**config.mk**
```make
export PLATFORM = sky130hd
export DESIGN_NAME = ccor_regs
export DESIGN_NICKNAME = d
export VERILOG_FILES = /design/src/ccor_pkg.sv /design/src/ccor_regs.sv
export SDC_FILE = /design/constraint.sdc
export NUM_CORES = 1
export LEC_CHECK = 0
export BUFFER_PORTS_ARGS = -buffer_cell sky130_fd_sc_hd__buf_4
export CORE_ASPECT_RATIO = 1.75
export CORE_MARGIN = 4
export CORE_UTILIZATION = 45
export CTS_CLUSTER_DIAMETER = 30
export DETAILED_ROUTE_END_ITERATION = 10
export GPL_ROUTABILITY_DRIVEN = 0
export PLACE_DENSITY = 0.73
export SETUP_SLACK_MARGIN = 0.5
export SLEW_MARGIN = 20
export SYNTH_ARGS = -nofsm -noshare
export SYNTH_HDL_FRONTEND = slang
export SYNTH_SLANG_ARGS = --single-unit
```
**constraint.sdc**
```tcl
create_clock -name clk -period 4.7 [get_ports clk]
set_input_delay 0.705 -clock clk [delete_from_list [all_inputs] [get_ports clk]]
set_output_delay 0.705 -clock clk [all_outputs]
set_load 0.01 [all_outputs]
```
**src/ccor_pkg.sv**
```systemverilog
// Package for the clock and output override register block.
// Assumes an 8-bit register port with a 7-bit address from the serial control port.
package ccor_pkg;
   localparam logic [6:0] ADDR_OSCILLATOR_BIAS_LEVEL  = 7'h3f;
   localparam logic [6:0] ADDR_PREEMPH   = 7'h48;
   localparam logic [6:0] ADDR_TRIG_CTRL = 7'h57;
   localparam logic [6:0] ADDR_PIN_OVR   = 7'h58;
   localparam logic [7:0] RST_OSCILLATOR_BIAS_LEVEL   = 8'h4f;
   localparam logic [7:0] RST_PREEMPH    = 8'h00;
   localparam logic [7:0] RST_TRIG_CTRL  = 8'h00;
   localparam logic [7:0] RST_PIN_OVR    = 8'h00;
   localparam logic [6:0] OSCILLATOR_BIAS_LEVEL_RECOMMENDED = 7'h4a;
   localparam int BIAS_MSB   = 6;
   localparam int PE_MSB     = 3;
   localparam int TRIG_EN    = 7;
   localparam int TRIG_MSB   = 2;
   localparam int OVR_EN     = 7;
   localparam int REFD_LSB   = 4;
   localparam int REFC_LSB   = 2;
   localparam int SE_BIT     = 1;
   localparam int PLLEN_BIT  = 0;
   localparam int DIV16_BIT  = 3;
   localparam int DIV32_BIT  = 4;
   localparam int DIV64_BIT  = 5;
   localparam logic [2:0] TRIG_UI16 = 3'h0;
   localparam logic [2:0] TRIG_UI32 = 3'h1;
   localparam logic [2:0] TRIG_UI64 = 3'h2;
   localparam logic [2:0] TRIG_TSTAMP = 3'h3;
   localparam logic [1:0] REF_OFF  = 2'h0;
   localparam logic [1:0] REF_DIV1 = 2'h1;
   localparam logic [1:0] REF_DIV2 = 2'h2;
   localparam logic [1:0] REF_DIV4 = 2'h3;

   typedef struct packed {
      logic       write;
      logic [6:0] addr;
      logic [7:0] wdata;
   } ccor_req_s;

   typedef struct packed {
      logic       pll_enable;
      logic       single_ended_ref;
      logic [1:0] refout_c_select;
      logic [1:0] refout_d_select;
   } ccor_pll_ctrl_s;
endpackage

```
**src/ccor_regs.sv**
```systemverilog
// Clock, trigger-output and PLL pin-override configuration registers.
// Assumes a serial control port front end delivering one-cycle address and data requests; this block decodes the address.
`timescale 1ns/1ps
`default_nettype none
module ccor_regs (
   input  wire logic                     clk,
   input  wire logic                     rst,
   input  wire logic                     clk_en,
   input  wire ccor_pkg::ccor_req_s      req,
   input  wire logic                     req_valid,
   output logic [7:0]                    rdata,
   input  wire logic                     pll_enable_pin,
   input  wire logic                     ref_select_pin,
   input  wire logic                     clock_config_pin_a,
   input  wire logic                     clock_config_pin_b,
   input  wire logic                     receiver_reference_clock,
   input  wire logic                     timestamp_input,
   input  wire logic                     serializer_reinit,
   input  wire logic                     pll_reference_clock,
   output logic [3:0]                    lane_preemphasis,
   output logic [6:0]                    oscillator_bias_level,
   output logic                          trigger_output_pin,
   output logic                          trigger_output_enable,
   output ccor_pkg::ccor_pll_ctrl_s      pll_ctrl,
   output logic                          divided_ref_out_c,
   output logic                          divided_ref_out_d
);
   logic [7:0] bias_q, pe_q, trig_q, ovr_q;
   logic [7:0] rdata_d;
   logic       trig_q_out, ts_q;
   logic [5:0] rx_div_q;
   logic [1:0] ref_div_q;
   logic       wr;
   logic [2:0] trig_sel;
   logic       trig_raw;
   logic [1:0] pin_sel;
   ccor_pkg::ccor_pll_ctrl_s pll_d;

   assign wr = req_valid && req.write;

   always_ff @(posedge clk) begin
      if (rst) begin
         bias_q <= ccor_pkg::RST_OSCILLATOR_BIAS_LEVEL;
         pe_q   <= ccor_pkg::RST_PREEMPH;
         trig_q <= ccor_pkg::RST_TRIG_CTRL;
         ovr_q  <= ccor_pkg::RST_PIN_OVR;
      end else if (clk_en && wr) begin
         // Reserved bits are stored as written; the host keeps them at reset value.
         unique case (req.addr)
            ccor_pkg::ADDR_OSCILLATOR_BIAS_LEVEL:  bias_q <= req.wdata;
            ccor_pkg::ADDR_PREEMPH:   pe_q   <= req.wdata;
            ccor_pkg::ADDR_TRIG_CTRL: trig_q <= req.wdata;
            ccor_pkg::ADDR_PIN_OVR:   ovr_q  <= req.wdata;
            default: ;
         endcase
      end
   end

   always_comb begin
      unique case (req.addr)
         ccor_pkg::ADDR_OSCILLATOR_BIAS_LEVEL:  rdata_d = bias_q;
         ccor_pkg::ADDR_PREEMPH:   rdata_d = pe_q;
         ccor_pkg::ADDR_TRIG_CTRL: rdata_d = trig_q;
         ccor_pkg::ADDR_PIN_OVR:   rdata_d = ovr_q;
         default:                  rdata_d = 8'h00;
      endcase
   end

   always_ff @(posedge clk) begin
      if (rst) begin
         rdata <= 8'h00;
      end else if (clk_en && req_valid && !req.write) begin
         rdata <= rdata_d;
      end
   end

   assign oscillator_bias_level = bias_q[ccor_pkg::BIAS_MSB:0];
   assign lane_preemphasis      = pe_q[ccor_pkg::PE_MSB:0];

   // Trigger output path.
   assign trigger_output_enable = trig_q[ccor_pkg::TRIG_EN];
   assign trig_sel = trig_q[ccor_pkg::TRIG_MSB:0];

   // The divider restarts with the serializer, so the trigger clock glitches then.
   always_ff @(posedge clk) begin
      if (rst) begin
         rx_div_q <= 6'h00;
         ts_q     <= 1'b0;
      end else if (clk_en) begin
         if (serializer_reinit || !trigger_output_enable) begin
            rx_div_q <= 6'h00;
         end else if (receiver_reference_clock) begin
            rx_div_q <= rx_div_q + 6'h01;
         end
         ts_q <= timestamp_input;
      end
   end

   always_comb begin
      unique case (trig_sel)
         ccor_pkg::TRIG_UI16:   trig_raw = rx_div_q[ccor_pkg::DIV16_BIT];
         ccor_pkg::TRIG_UI32:   trig_raw = rx_div_q[ccor_pkg::DIV32_BIT];
         ccor_pkg::TRIG_UI64:   trig_raw = rx_div_q[ccor_pkg::DIV64_BIT];
         ccor_pkg::TRIG_TSTAMP: trig_raw = ts_q;
         default:               trig_raw = 1'b0;
      endcase
   end

   always_ff @(posedge clk) begin
      if (rst) begin
         trig_q_out <= 1'b0;
      end else if (clk_en) begin
         trig_q_out <= trigger_output_enable && trig_raw;
      end
   end
   assign trigger_output_pin = trig_q_out;

   // PLL control source: pins or register values; the D output select is forced off whenever the C select is off.
   assign pin_sel = {clock_config_pin_b, clock_config_pin_a};
   always_comb begin
      if (ovr_q[ccor_pkg::OVR_EN]) begin
         pll_d.pll_enable       = ovr_q[ccor_pkg::PLLEN_BIT];
         pll_d.single_ended_ref = ovr_q[ccor_pkg::SE_BIT];
         pll_d.refout_c_select  = ovr_q[ccor_pkg::REFC_LSB +: 2];
         pll_d.refout_d_select  = ovr_q[ccor_pkg::REFD_LSB +: 2];
      end else begin
         pll_d.pll_enable       = pll_enable_pin;
         pll_d.single_ended_ref = ref_select_pin;
         pll_d.refout_c_select  = pin_sel;
         pll_d.refout_d_select  = pin_sel;
      end
      if (pll_d.refout_c_select == ccor_pkg::REF_OFF) begin
         pll_d.refout_d_select = ccor_pkg::REF_OFF;
      end
   end
   assign pll_ctrl = pll_d;

   // Reference divider shared by both outputs.
   always_ff @(posedge clk) begin
      if (rst) begin
         ref_div_q <= 2'h0;
      end else if (clk_en && pll_reference_clock) begin
         ref_div_q <= ref_div_q + 2'h1;
      end
   end

   function automatic logic ref_out(input logic [1:0] sel, input logic refc,
                                    input logic [1:0] div);
      unique case (sel)
         ccor_pkg::REF_OFF:  ref_out = 1'b0;
         ccor_pkg::REF_DIV1: ref_out = refc;
         ccor_pkg::REF_DIV2: ref_out = div[0];
         ccor_pkg::REF_DIV4: ref_out = div[1];
      endcase
   endfunction

   assign divided_ref_out_c = ref_out(pll_d.refout_c_select, pll_reference_clock, ref_div_q);
   assign divided_ref_out_d = ref_out(pll_d.refout_d_select, pll_reference_clock, ref_div_q);

   // Register side: reset values, write effects and the clock-enable freeze.
   bias_reset_a: assert property (@(posedge clk)
      rst
      |=> oscillator_bias_level == ccor_pkg::RST_OSCILLATOR_BIAS_LEVEL[ccor_pkg::BIAS_MSB:0])
      else $error("bias reset value wrong");

   bias_write_a: assert property (@(posedge clk) disable iff (rst)
      clk_en && wr && req.addr == ccor_pkg::ADDR_OSCILLATOR_BIAS_LEVEL
      |=> oscillator_bias_level == $past(req.wdata[ccor_pkg::BIAS_MSB:0]))
      else $error("bias write not stored");

   preemph_global_a: assert property (@(posedge clk) disable iff (rst)
      clk_en && wr && req.addr == ccor_pkg::ADDR_PREEMPH
      |=> lane_preemphasis == $past(req.wdata[ccor_pkg::PE_MSB:0]))
      else $error("preemphasis write not applied");

   preemph_hold_a: assert property (@(posedge clk) disable iff (rst)
      !(clk_en && wr && req.addr == ccor_pkg::ADDR_PREEMPH)
      |=> $stable(lane_preemphasis))
      else $error("preemphasis changed without write");

   freeze_regs_a: assert property (@(posedge clk) disable iff (rst)
      !clk_en
      |=> $stable(bias_q) && $stable(pe_q) && $stable(trig_q) && $stable(ovr_q))
      else $error("register changed while frozen");

   read_hold_a: assert property (@(posedge clk) disable iff (rst)
      !(clk_en && req_valid && !req.write)
      |=> $stable(rdata))
      else $error("read data changed without read");

   read_ovr_a: assert property (@(posedge clk) disable iff (rst)
      clk_en && req_valid && !req.write && req.addr == ccor_pkg::ADDR_PIN_OVR
      |=> rdata == $past(ovr_q))
      else $error("override read back wrong");

   // Trigger side: the divider only runs while enabled, so a disabled output stays quiet.
   trig_write_a: assert property (@(posedge clk) disable iff (rst)
      clk_en && wr && req.addr == ccor_pkg::ADDR_TRIG_CTRL
      |=> trigger_output_enable == $past(req.wdata[ccor_pkg::TRIG_EN]))
      else $error("trigger enable write not applied");

   trig_off_a: assert property (@(posedge clk) disable iff (rst)
      clk_en && !trigger_output_enable
      |=> !trigger_output_pin)
      else $error("trigger active while disabled");

   div_idle_a: assert property (@(posedge clk) disable iff (rst)
      clk_en && !trigger_output_enable
      |=> rx_div_q == '0)
      else $error("trigger divider runs while disabled");

   div_count_a: assert property (@(posedge clk) disable iff (rst)
      clk_en && trigger_output_enable && !serializer_reinit && receiver_reference_clock
      |=> rx_div_q == $past(rx_div_q) + 6'h01)
      else $error("trigger divider not counting");

   trig_ui16_a: assert property (@(posedge clk) disable iff (rst)
      clk_en && trigger_output_enable && trig_sel == ccor_pkg::TRIG_UI16
      |=> trigger_output_pin == $past(rx_div_q[ccor_pkg::DIV16_BIT]))
      else $error("16 UI trigger clock wrong");

   trig_ui32_a: assert property (@(posedge clk) disable iff (rst)
      clk_en && trigger_output_enable && trig_sel == ccor_pkg::TRIG_UI32
      |=> trigger_output_pin == $past(rx_div_q[ccor_pkg::DIV32_BIT]))
      else $error("32 UI trigger clock wrong");

   trig_ui64_a: assert property (@(posedge clk) disable iff (rst)
      clk_en && trigger_output_enable && trig_sel == ccor_pkg::TRIG_UI64
      |=> trigger_output_pin == $past(rx_div_q[ccor_pkg::DIV64_BIT]))
      else $error("64 UI trigger clock wrong");

   trig_ts_a: assert property (@(posedge clk) disable iff (rst)
      clk_en && trigger_output_enable && trig_sel == ccor_pkg::TRIG_TSTAMP
      |=> trigger_output_pin == $past(ts_q))
      else $error("trigger timestamp path wrong");

   trig_rsvd_a: assert property (@(posedge clk) disable iff (rst)
      clk_en && trig_sel > ccor_pkg::TRIG_TSTAMP
      |=> !trigger_output_pin)
      else $error("reserved trigger mode drives output");

   reinit_clear_a: assert property (@(posedge clk) disable iff (rst)
      clk_en && serializer_reinit
      |=> rx_div_q == '0)
      else $error("divider not restarted");

   // PLL control source and the divided reference outputs.
   pin_mode_a: assert property (@(posedge clk) disable iff (rst)
      !ovr_q[ccor_pkg::OVR_EN]
      |-> pll_ctrl.pll_enable == pll_enable_pin
          && pll_ctrl.single_ended_ref == ref_select_pin
          && pll_ctrl.refout_c_select == {clock_config_pin_b, clock_config_pin_a})
      else $error("pin mode not followed");

   ovr_mode_a: assert property (@(posedge clk) disable iff (rst)
      ovr_q[ccor_pkg::OVR_EN]
      |-> pll_ctrl.pll_enable == ovr_q[ccor_pkg::PLLEN_BIT]
          && pll_ctrl.single_ended_ref == ovr_q[ccor_pkg::SE_BIT])
      else $error("override values not used");

   ovr_csel_a: assert property (@(posedge clk) disable iff (rst)
      ovr_q[ccor_pkg::OVR_EN]
      |-> pll_ctrl.refout_c_select == ovr_q[ccor_pkg::REFC_LSB +: 2])
      else $error("c output mode not taken from register");

   ovr_dsel_a: assert property (@(posedge clk) disable iff (rst)
      ovr_q[ccor_pkg::OVR_EN] && pll_ctrl.refout_c_select != ccor_pkg::REF_OFF
      |-> pll_ctrl.refout_d_select == ovr_q[ccor_pkg::REFD_LSB +: 2])
      else $error("d output mode not taken from register");

   d_needs_c_a: assert property (@(posedge clk) disable iff (rst)
      pll_ctrl.refout_c_select == ccor_pkg::REF_OFF
      |-> !divided_ref_out_d)
      else $error("d output without c");

   refc_off_a: assert property (@(posedge clk) disable iff (rst)
      pll_ctrl.refout_c_select == ccor_pkg::REF_OFF
      |-> !divided_ref_out_c)
      else $error("c output runs while off");

   ref_div1_a: assert property (@(posedge clk) disable iff (rst)
      pll_ctrl.refout_c_select == ccor_pkg::REF_DIV1
      |-> divided_ref_out_c == pll_reference_clock)
      else $error("c output not the reference");

   ref_count_a: assert property (@(posedge clk) disable iff (rst)
      clk_en && pll_reference_clock
      |=> ref_div_q == $past(ref_div_q) + 2'h1)
      else $error("reference divider not counting");

   ovr_write_a: assert property (@(posedge clk) disable iff (rst)
      clk_en && wr && req.addr == ccor_pkg::ADDR_PIN_OVR && req.wdata[ccor_pkg::OVR_EN]
      |=> pll_ctrl.pll_enable == $past(req.wdata[ccor_pkg::PLLEN_BIT]))
      else $error("override write not effective");
endmodule
`default_nettype wire

```
* Word-level counts from Yosys, hierarchy flattened
Index checks and enable logic that the tools add are counted.
Word-level totals: word-level logic and storage cells 50, register bits 50, output and inout port bits 29, bits of input ports 28
Operators by class: add/sub/neg operators 2, multiplexer cells 8, equality and inequality tests 13, reduce and logical (&&, ||, !) cells 18
Operators by type and width (count):
- 8-bit case mux with 4 select lines | 1
- 7-bit equality test, second input constant | 3
- 6-bit two-way mux | 3
- 1-bit case mux with 4 select lines | 3
- 2-bit AND reduction | 5
- 2-bit equality test, second input constant | 4
- 7-bit by 6-bit equality test with 1-bit output, second input constant | 1
- 6-bit by 1-bit adder with 6-bit output, second input constant | 1
- 3-bit by 2-bit equality test with 1-bit output, second input constant | 2
- 1-bit logical AND | 6
- 2-bit by 1-bit equality test with 1-bit output, second input constant | 2
- 2-bit logical NOT | 2
- 3-bit by 1-bit equality test with 1-bit output, second input constant | 1
- 3-bit logical NOT | 1
- 2-bit by 1-bit adder with 2-bit output, second input constant | 1
- 1-bit logical NOT | 2
- 2-bit two-way mux | 1
- 2-bit nonzero test | 1
- 1-bit logical OR | 1

* Logic depth before layout (Yosys ltp)
word-level depth 5, depth in mapped cells 6, gate-level depth less buffers 5

* Worst setup path after synthesis
OpenSTA, ideal clock, no wires.
path type in2out, from input port clock_config_pin_a, to output port divided_ref_out_d, slack 2.506 ns, stages 4, buffers on the path 0, data required time 3.995 ns, arrival time 1.489 ns, cell sequence nand2b_1 -> a31oi_1 -> a22oi_1 -> a21oi_1
RTL lines:
- from (decl) | RTL line ccor_regs.sv:14 | input wire logic clock_config_pin_a,
- to (decl) | RTL line ccor_regs.sv:26 | output logic divided_ref_out_d

* Final worst setup path
from register ovr_q[7], to output port divided_ref_out_d
Between the ends: word-level cells in the longest chain between the ends 5, elaborated cells between the ends (all ways) 8, those cells by class 3 x eq/ne; 3 x mux; 2 x reduce/logical
RTL lines:
- from (decl) | RTL line ccor_regs.sv:28 | logic [7:0] bias_q, pe_q, trig_q, ovr_q;
- from (signal assigned) | RTL line ccor_regs.sv:46 | ovr_q <= ccor_pkg::RST_PIN_OVR;
- from (signal assigned) | RTL line ccor_regs.sv:53 | ccor_pkg::ADDR_PIN_OVR: ovr_q <= req.wdata;
- 6-bit two-way mux (*) | RTL line ccor_regs.sv:121 | if (ovr_q[ccor_pkg::OVR_EN]) begin
- 2-bit logical NOT | RTL line ccor_regs.sv:132 | if (pll_d.refout_c_select == ccor_pkg::REF_OFF) begin
- 2-bit two-way mux (*) | RTL line ccor_regs.sv:132
- 2-bit equality test, or another cell as far along | RTL line ccor_regs.sv:149 | unique case (sel)
- 1-bit case mux with 4 select lines (*) | RTL line ccor_regs.sv:149
Every way passes the cells marked *; elsewhere a longest branch is shown, timed or not.

==> impl_results.md <==
- TritonCTS buffer count: 5
- Largest net degree at the start of global routing: 46
- Quantity of I/O buffers inserted on ports: 56
- Fin Setup TNS: 0 ps
- Switching Power: 0.000179 W
- Required time of the critical path: 3990 ps
- Initial antenna violation count: 0
- Run status: finished clean
- Syn. warnings: 0
- Portion of total power attributed to the clock network: 33.5%
- Top fanout value on the critical path: 9
- Hold bufs inserted after CTS: 0
- Timing endpoint of the critical path: divided_ref_out_d
- Path category of the worst min-delay check: flop to flop
- Largest stage delay on the critical path: 560 ps
- Element type at the critical path end: primary output
- Kind of launch point of the worst setup path: flop
- Worst Tran Pin Value: 702 ps
- Maximum capacitance violations: 0
- Relative area change from synthesis to final layout: 17.6%
- Combined area of all synthesized cells: 2570 um^2
- Register share of total power: 56.6%
- Floorplan Core Area: 5540 um^2
- Wire length reported by the detailed router: 6120 um
- Unrepaired setup endpoints after global routing: false
- Max-slew violation count: 0
- Power density normalized to cell area: 250 nW/um^2
- Fin worst setup slack: 2180 ps
- Global-route wire length before repair: 10100 um
- Site row count: 36
- Horiz. Die Dim: 65.1 um
- Kind of critical path: flop to primary output
- Mean routed wirelength per cell: 15.4 um
- Initial Utilization: 46.4%
- Worst-path cell chain: mux2i_1, a31oi_1, a22oi_1, a21oi_1, buf_4
- Period utilisation layout: 53.7%
- Number of instances resized during post-cts repair: 0
- Worst R2R Start: trig_q[7]
- Comb power frac: 9.8%
- Clock tree root buffer cell: sky130_fd_sc_hd__clkbuf_8
- Net count reported at finish: 350
- Layout fillers: 527
- CP Data Arrival Time: 1820 ps
- Die Outline Area: 7030 um^2
- Dpl hpwl: 4600 um
- Primary FF master, synth: sky130_fd_sc_hd__dfxtp_1
- Clock network latency to the later pin of the worst-skew pair: 300 ps
- Max H-tree Level: 2
- Total routing usage reported by global routing: 18.5%
- Detailed router's first-iteration violation count: 61
- Non-filler cells in the finished layout: 398
- Number of different library cells in the post-synthesis netlist: 38
- Total Power: 0.000756 W
- Gate count after technology mapping: 287
- Remaining global-route overflow: 0
- FF/Latch Area: 1000 um^2
- Master of the slowest instance on the critical path: sky130_fd_sc_hd__dfxtp_1
- Share of flip-flops with an asynchronous set or reset after synthesis: 0%
- Tmin final: 2520 ps
- CTS tree: built
- Ports placed on the boundary: 57
- Leakage: 1.09 nW
- Worst-case register-to-register setup slack: 3240 ps
- Sinks on Clock Net: 50
- Worst-case clock buffer depth: 2
- DRC violation count after routing: 0
- Register-to-Register Path Depth: 4
- Nets in the synthesized netlist: 316
- Clock-pin transition on the worst setup and hold timing paths: 90 ps
- # Post-CTS Setup Buffers: 0
- Chip height: 108 um
- Worst setup skew after layout: 5.59 ps
- Number of nets with antenna violations after detailed routing: 0
- Worst-case headroom to the max-slew limit: 52.8%
- Area taken by multi-input logic gates: 1400 um^2
- Number of global-route vias before repair: 2135
- Crit Reg-Reg Endpoint: rdata[7]
- Total vias in the final route: 2156
- Number of enable flip-flop cells after synthesis: 0
- Share of layout cells above drive strength 1: 23.3%
- Internal power summed over all cells: 0.000577 W
- Pre-CTS setup slack: 2220 ps
- Maximum frequency from static timing analysis: 0.396 GHz
- Switching share of power: 23.7%
- Synth Register Bits: 50
- Number of antenna diodes: 0
- Sequential element share of the synthesized area: 39.0%
- Startpoint of the most critical setup path: ovr_q[7]
- Cell total after placement: 390
- Hold Violations, Final: 0
- Count of endpoints failing setup in the final report: 0
- First drt pass iteration count: 4
- Largest vdd supply drop: 256 uV
- Vias per Instance: 5.42
- Mean post-synth cell area: 8.95 um^2
==> cells in the mapped netlist (2+ instances only) <==
cell	number	area, um^2
sky130_fd_sc_hd__dfxtp_1	50	1000
sky130_fd_sc_hd__mux2i_1	31	310
sky130_fd_sc_hd__nand2_1	30	113
sky130_fd_sc_hd__a21oi_1	29	145
sky130_fd_sc_hd__nor2_1	29	109
sky130_fd_sc_hd__buf_4	12	90.1
sky130_fd_sc_hd__clkbuf_1	11	41.3
sky130_fd_sc_hd__nor3_1	10	50.1
sky130_fd_sc_hd__nand4b_1	9	78.8
sky130_fd_sc_hd__o221ai_1	8	70.1
sky130_fd_sc_hd__or4bb_1	8	90.1
sky130_fd_sc_hd__xor2_1	7	61.3
sky130_fd_sc_hd__a211o_1	5	43.8
sky130_fd_sc_hd__nand3_1	5	25.0
sky130_fd_sc_hd__nor2b_1	5	31.3
sky130_fd_sc_hd__buf_1	4	15.0
sky130_fd_sc_hd__nand2b_1	4	25.0
sky130_fd_sc_hd__buf_2	3	15.0
sky130_fd_sc_hd__nand4_1	3	18.8
sky130_fd_sc_hd__and2_1	2	12.5
sky130_fd_sc_hd__inv_1	2	7.51
sky130_fd_sc_hd__mux2_2	2	22.5
sky130_fd_sc_hd__nor4_4	2	42.5
sky130_fd_sc_hd__or3b_2	2	17.5
==> worst min path at each step <==
stage	cells after the start	slack [ps]	start	to
5_1_grt	2	490	rdata[3]	rdata[3]
2_1_floorplan	2	430	pe_q[4]	pe_q[4]
3_5_place_dp	2	450	rdata[4]	rdata[4]
4_1_cts	2	460	rdata[5]	rdata[5]
3_3_place_gp	2	440	pe_q[4]	pe_q[4]
6_report	2	450	rdata[5]	rdata[5]
==> power by group through the flow <==
stage	clock [W]	sequential (W)	combinational, W
after floorplan	0	0.000437	0.0000399
after global placement	0	0.000438	0.0000739
after detailed placement	0	0.000438	0.0000746
after CTS	0.000260	0.000428	0.0000747
after global routing	0.000279	0.000429	0.0000814
final	0.000253	0.000428	0.0000744
==> cell usage in the layout, fill, tap and decap left out, types with 4 or more instances in the layout <==
cell                       instances
sky130_fd_sc_hd__buf_4            57
sky130_fd_sc_hd__dfxtp_1          50
sky130_fd_sc_hd__mux2i_1          31
sky130_fd_sc_hd__nand2_1          30
sky130_fd_sc_hd__a21oi_1          29
sky130_fd_sc_hd__nor2_1           29
sky130_fd_sc_hd__nor3_1           10
sky130_fd_sc_hd__nand4b_1          9
sky130_fd_sc_hd__or4bb_1           8
sky130_fd_sc_hd__o221ai_1          8
sky130_fd_sc_hd__xor2_1            7
sky130_fd_sc_hd__clkbuf_8          6
sky130_fd_sc_hd__nand3_1           5
sky130_fd_sc_hd__nor2b_1           5
sky130_fd_sc_hd__a211o_1           5
sky130_fd_sc_hd__nand2b_1          4
==> logic make-up after synthesis <==
family                   share of synthesized area [%]
AND/OR/NAND/NOR                                   26.4
flip-flops                                        39.0
AO/OA/AOI/OAI                                     11.4
multiplexers                                      13.8
buffers and inverters                             6.58
XOR/XNOR                                          2.39
adder cells (fa/ha/maj)                          0.487
==> metal layers <==
metal / part of all wire [%] / global-route usage [%] / up-vias
met3: 5.0 / 4.26 / 16
met1: 40 / 20.4 / 1000
met5: 0 / 0 / -
met4: 3.7 / 8.01 / 0
met2: 52 / 33.3 / 57
li1: - / - / 1083
==> critical path: cells and delay by family, from the launching register on <==
family	cells	cell delay (ps)
flip-flops	1	560
AO/OA/AOI/OAI	3	440
multiplexers	1	370
buffers and inverters	1	140
==> registers in the layout (all words and copies together), names as in the netlist <==
| name | flops |
|---|---|
| pe_q | 8 |
| ts_q | 1 |
| trigger_output_pin | 1 |
| bias_q | 8 |
| ovr_q | 8 |
| ref_div_q | 2 |
| trig_q | 8 |
| rdata | 8 |
| rx_div_q | 6 |
==> metrics by stage <==
step | util (%) | cell area, um^2 | hold slack, ps
final | 54.5 | 3020 | 455
after floorplan | - | 2570 | 431
after CTS | 54.5 | 3020 | 457
after global routing | 54.5 | 3020 | 486
after detailed placement | 52.9 | 2930 | 446
after global placement | 52.9 | 2930 | 439
==> final cells by class <==
type / count / area share (%)
tap: 76 / 3.15
timing repair buffer: 57 / 14.2
inverter: 2 / 0.248
clock buffer: 7 / 2.86
clock inverter: 1 / 0.166
multi-input combinational: 205 / 46.3
sequential: 50 / 33.1
(Power assumes the default switching activity.)
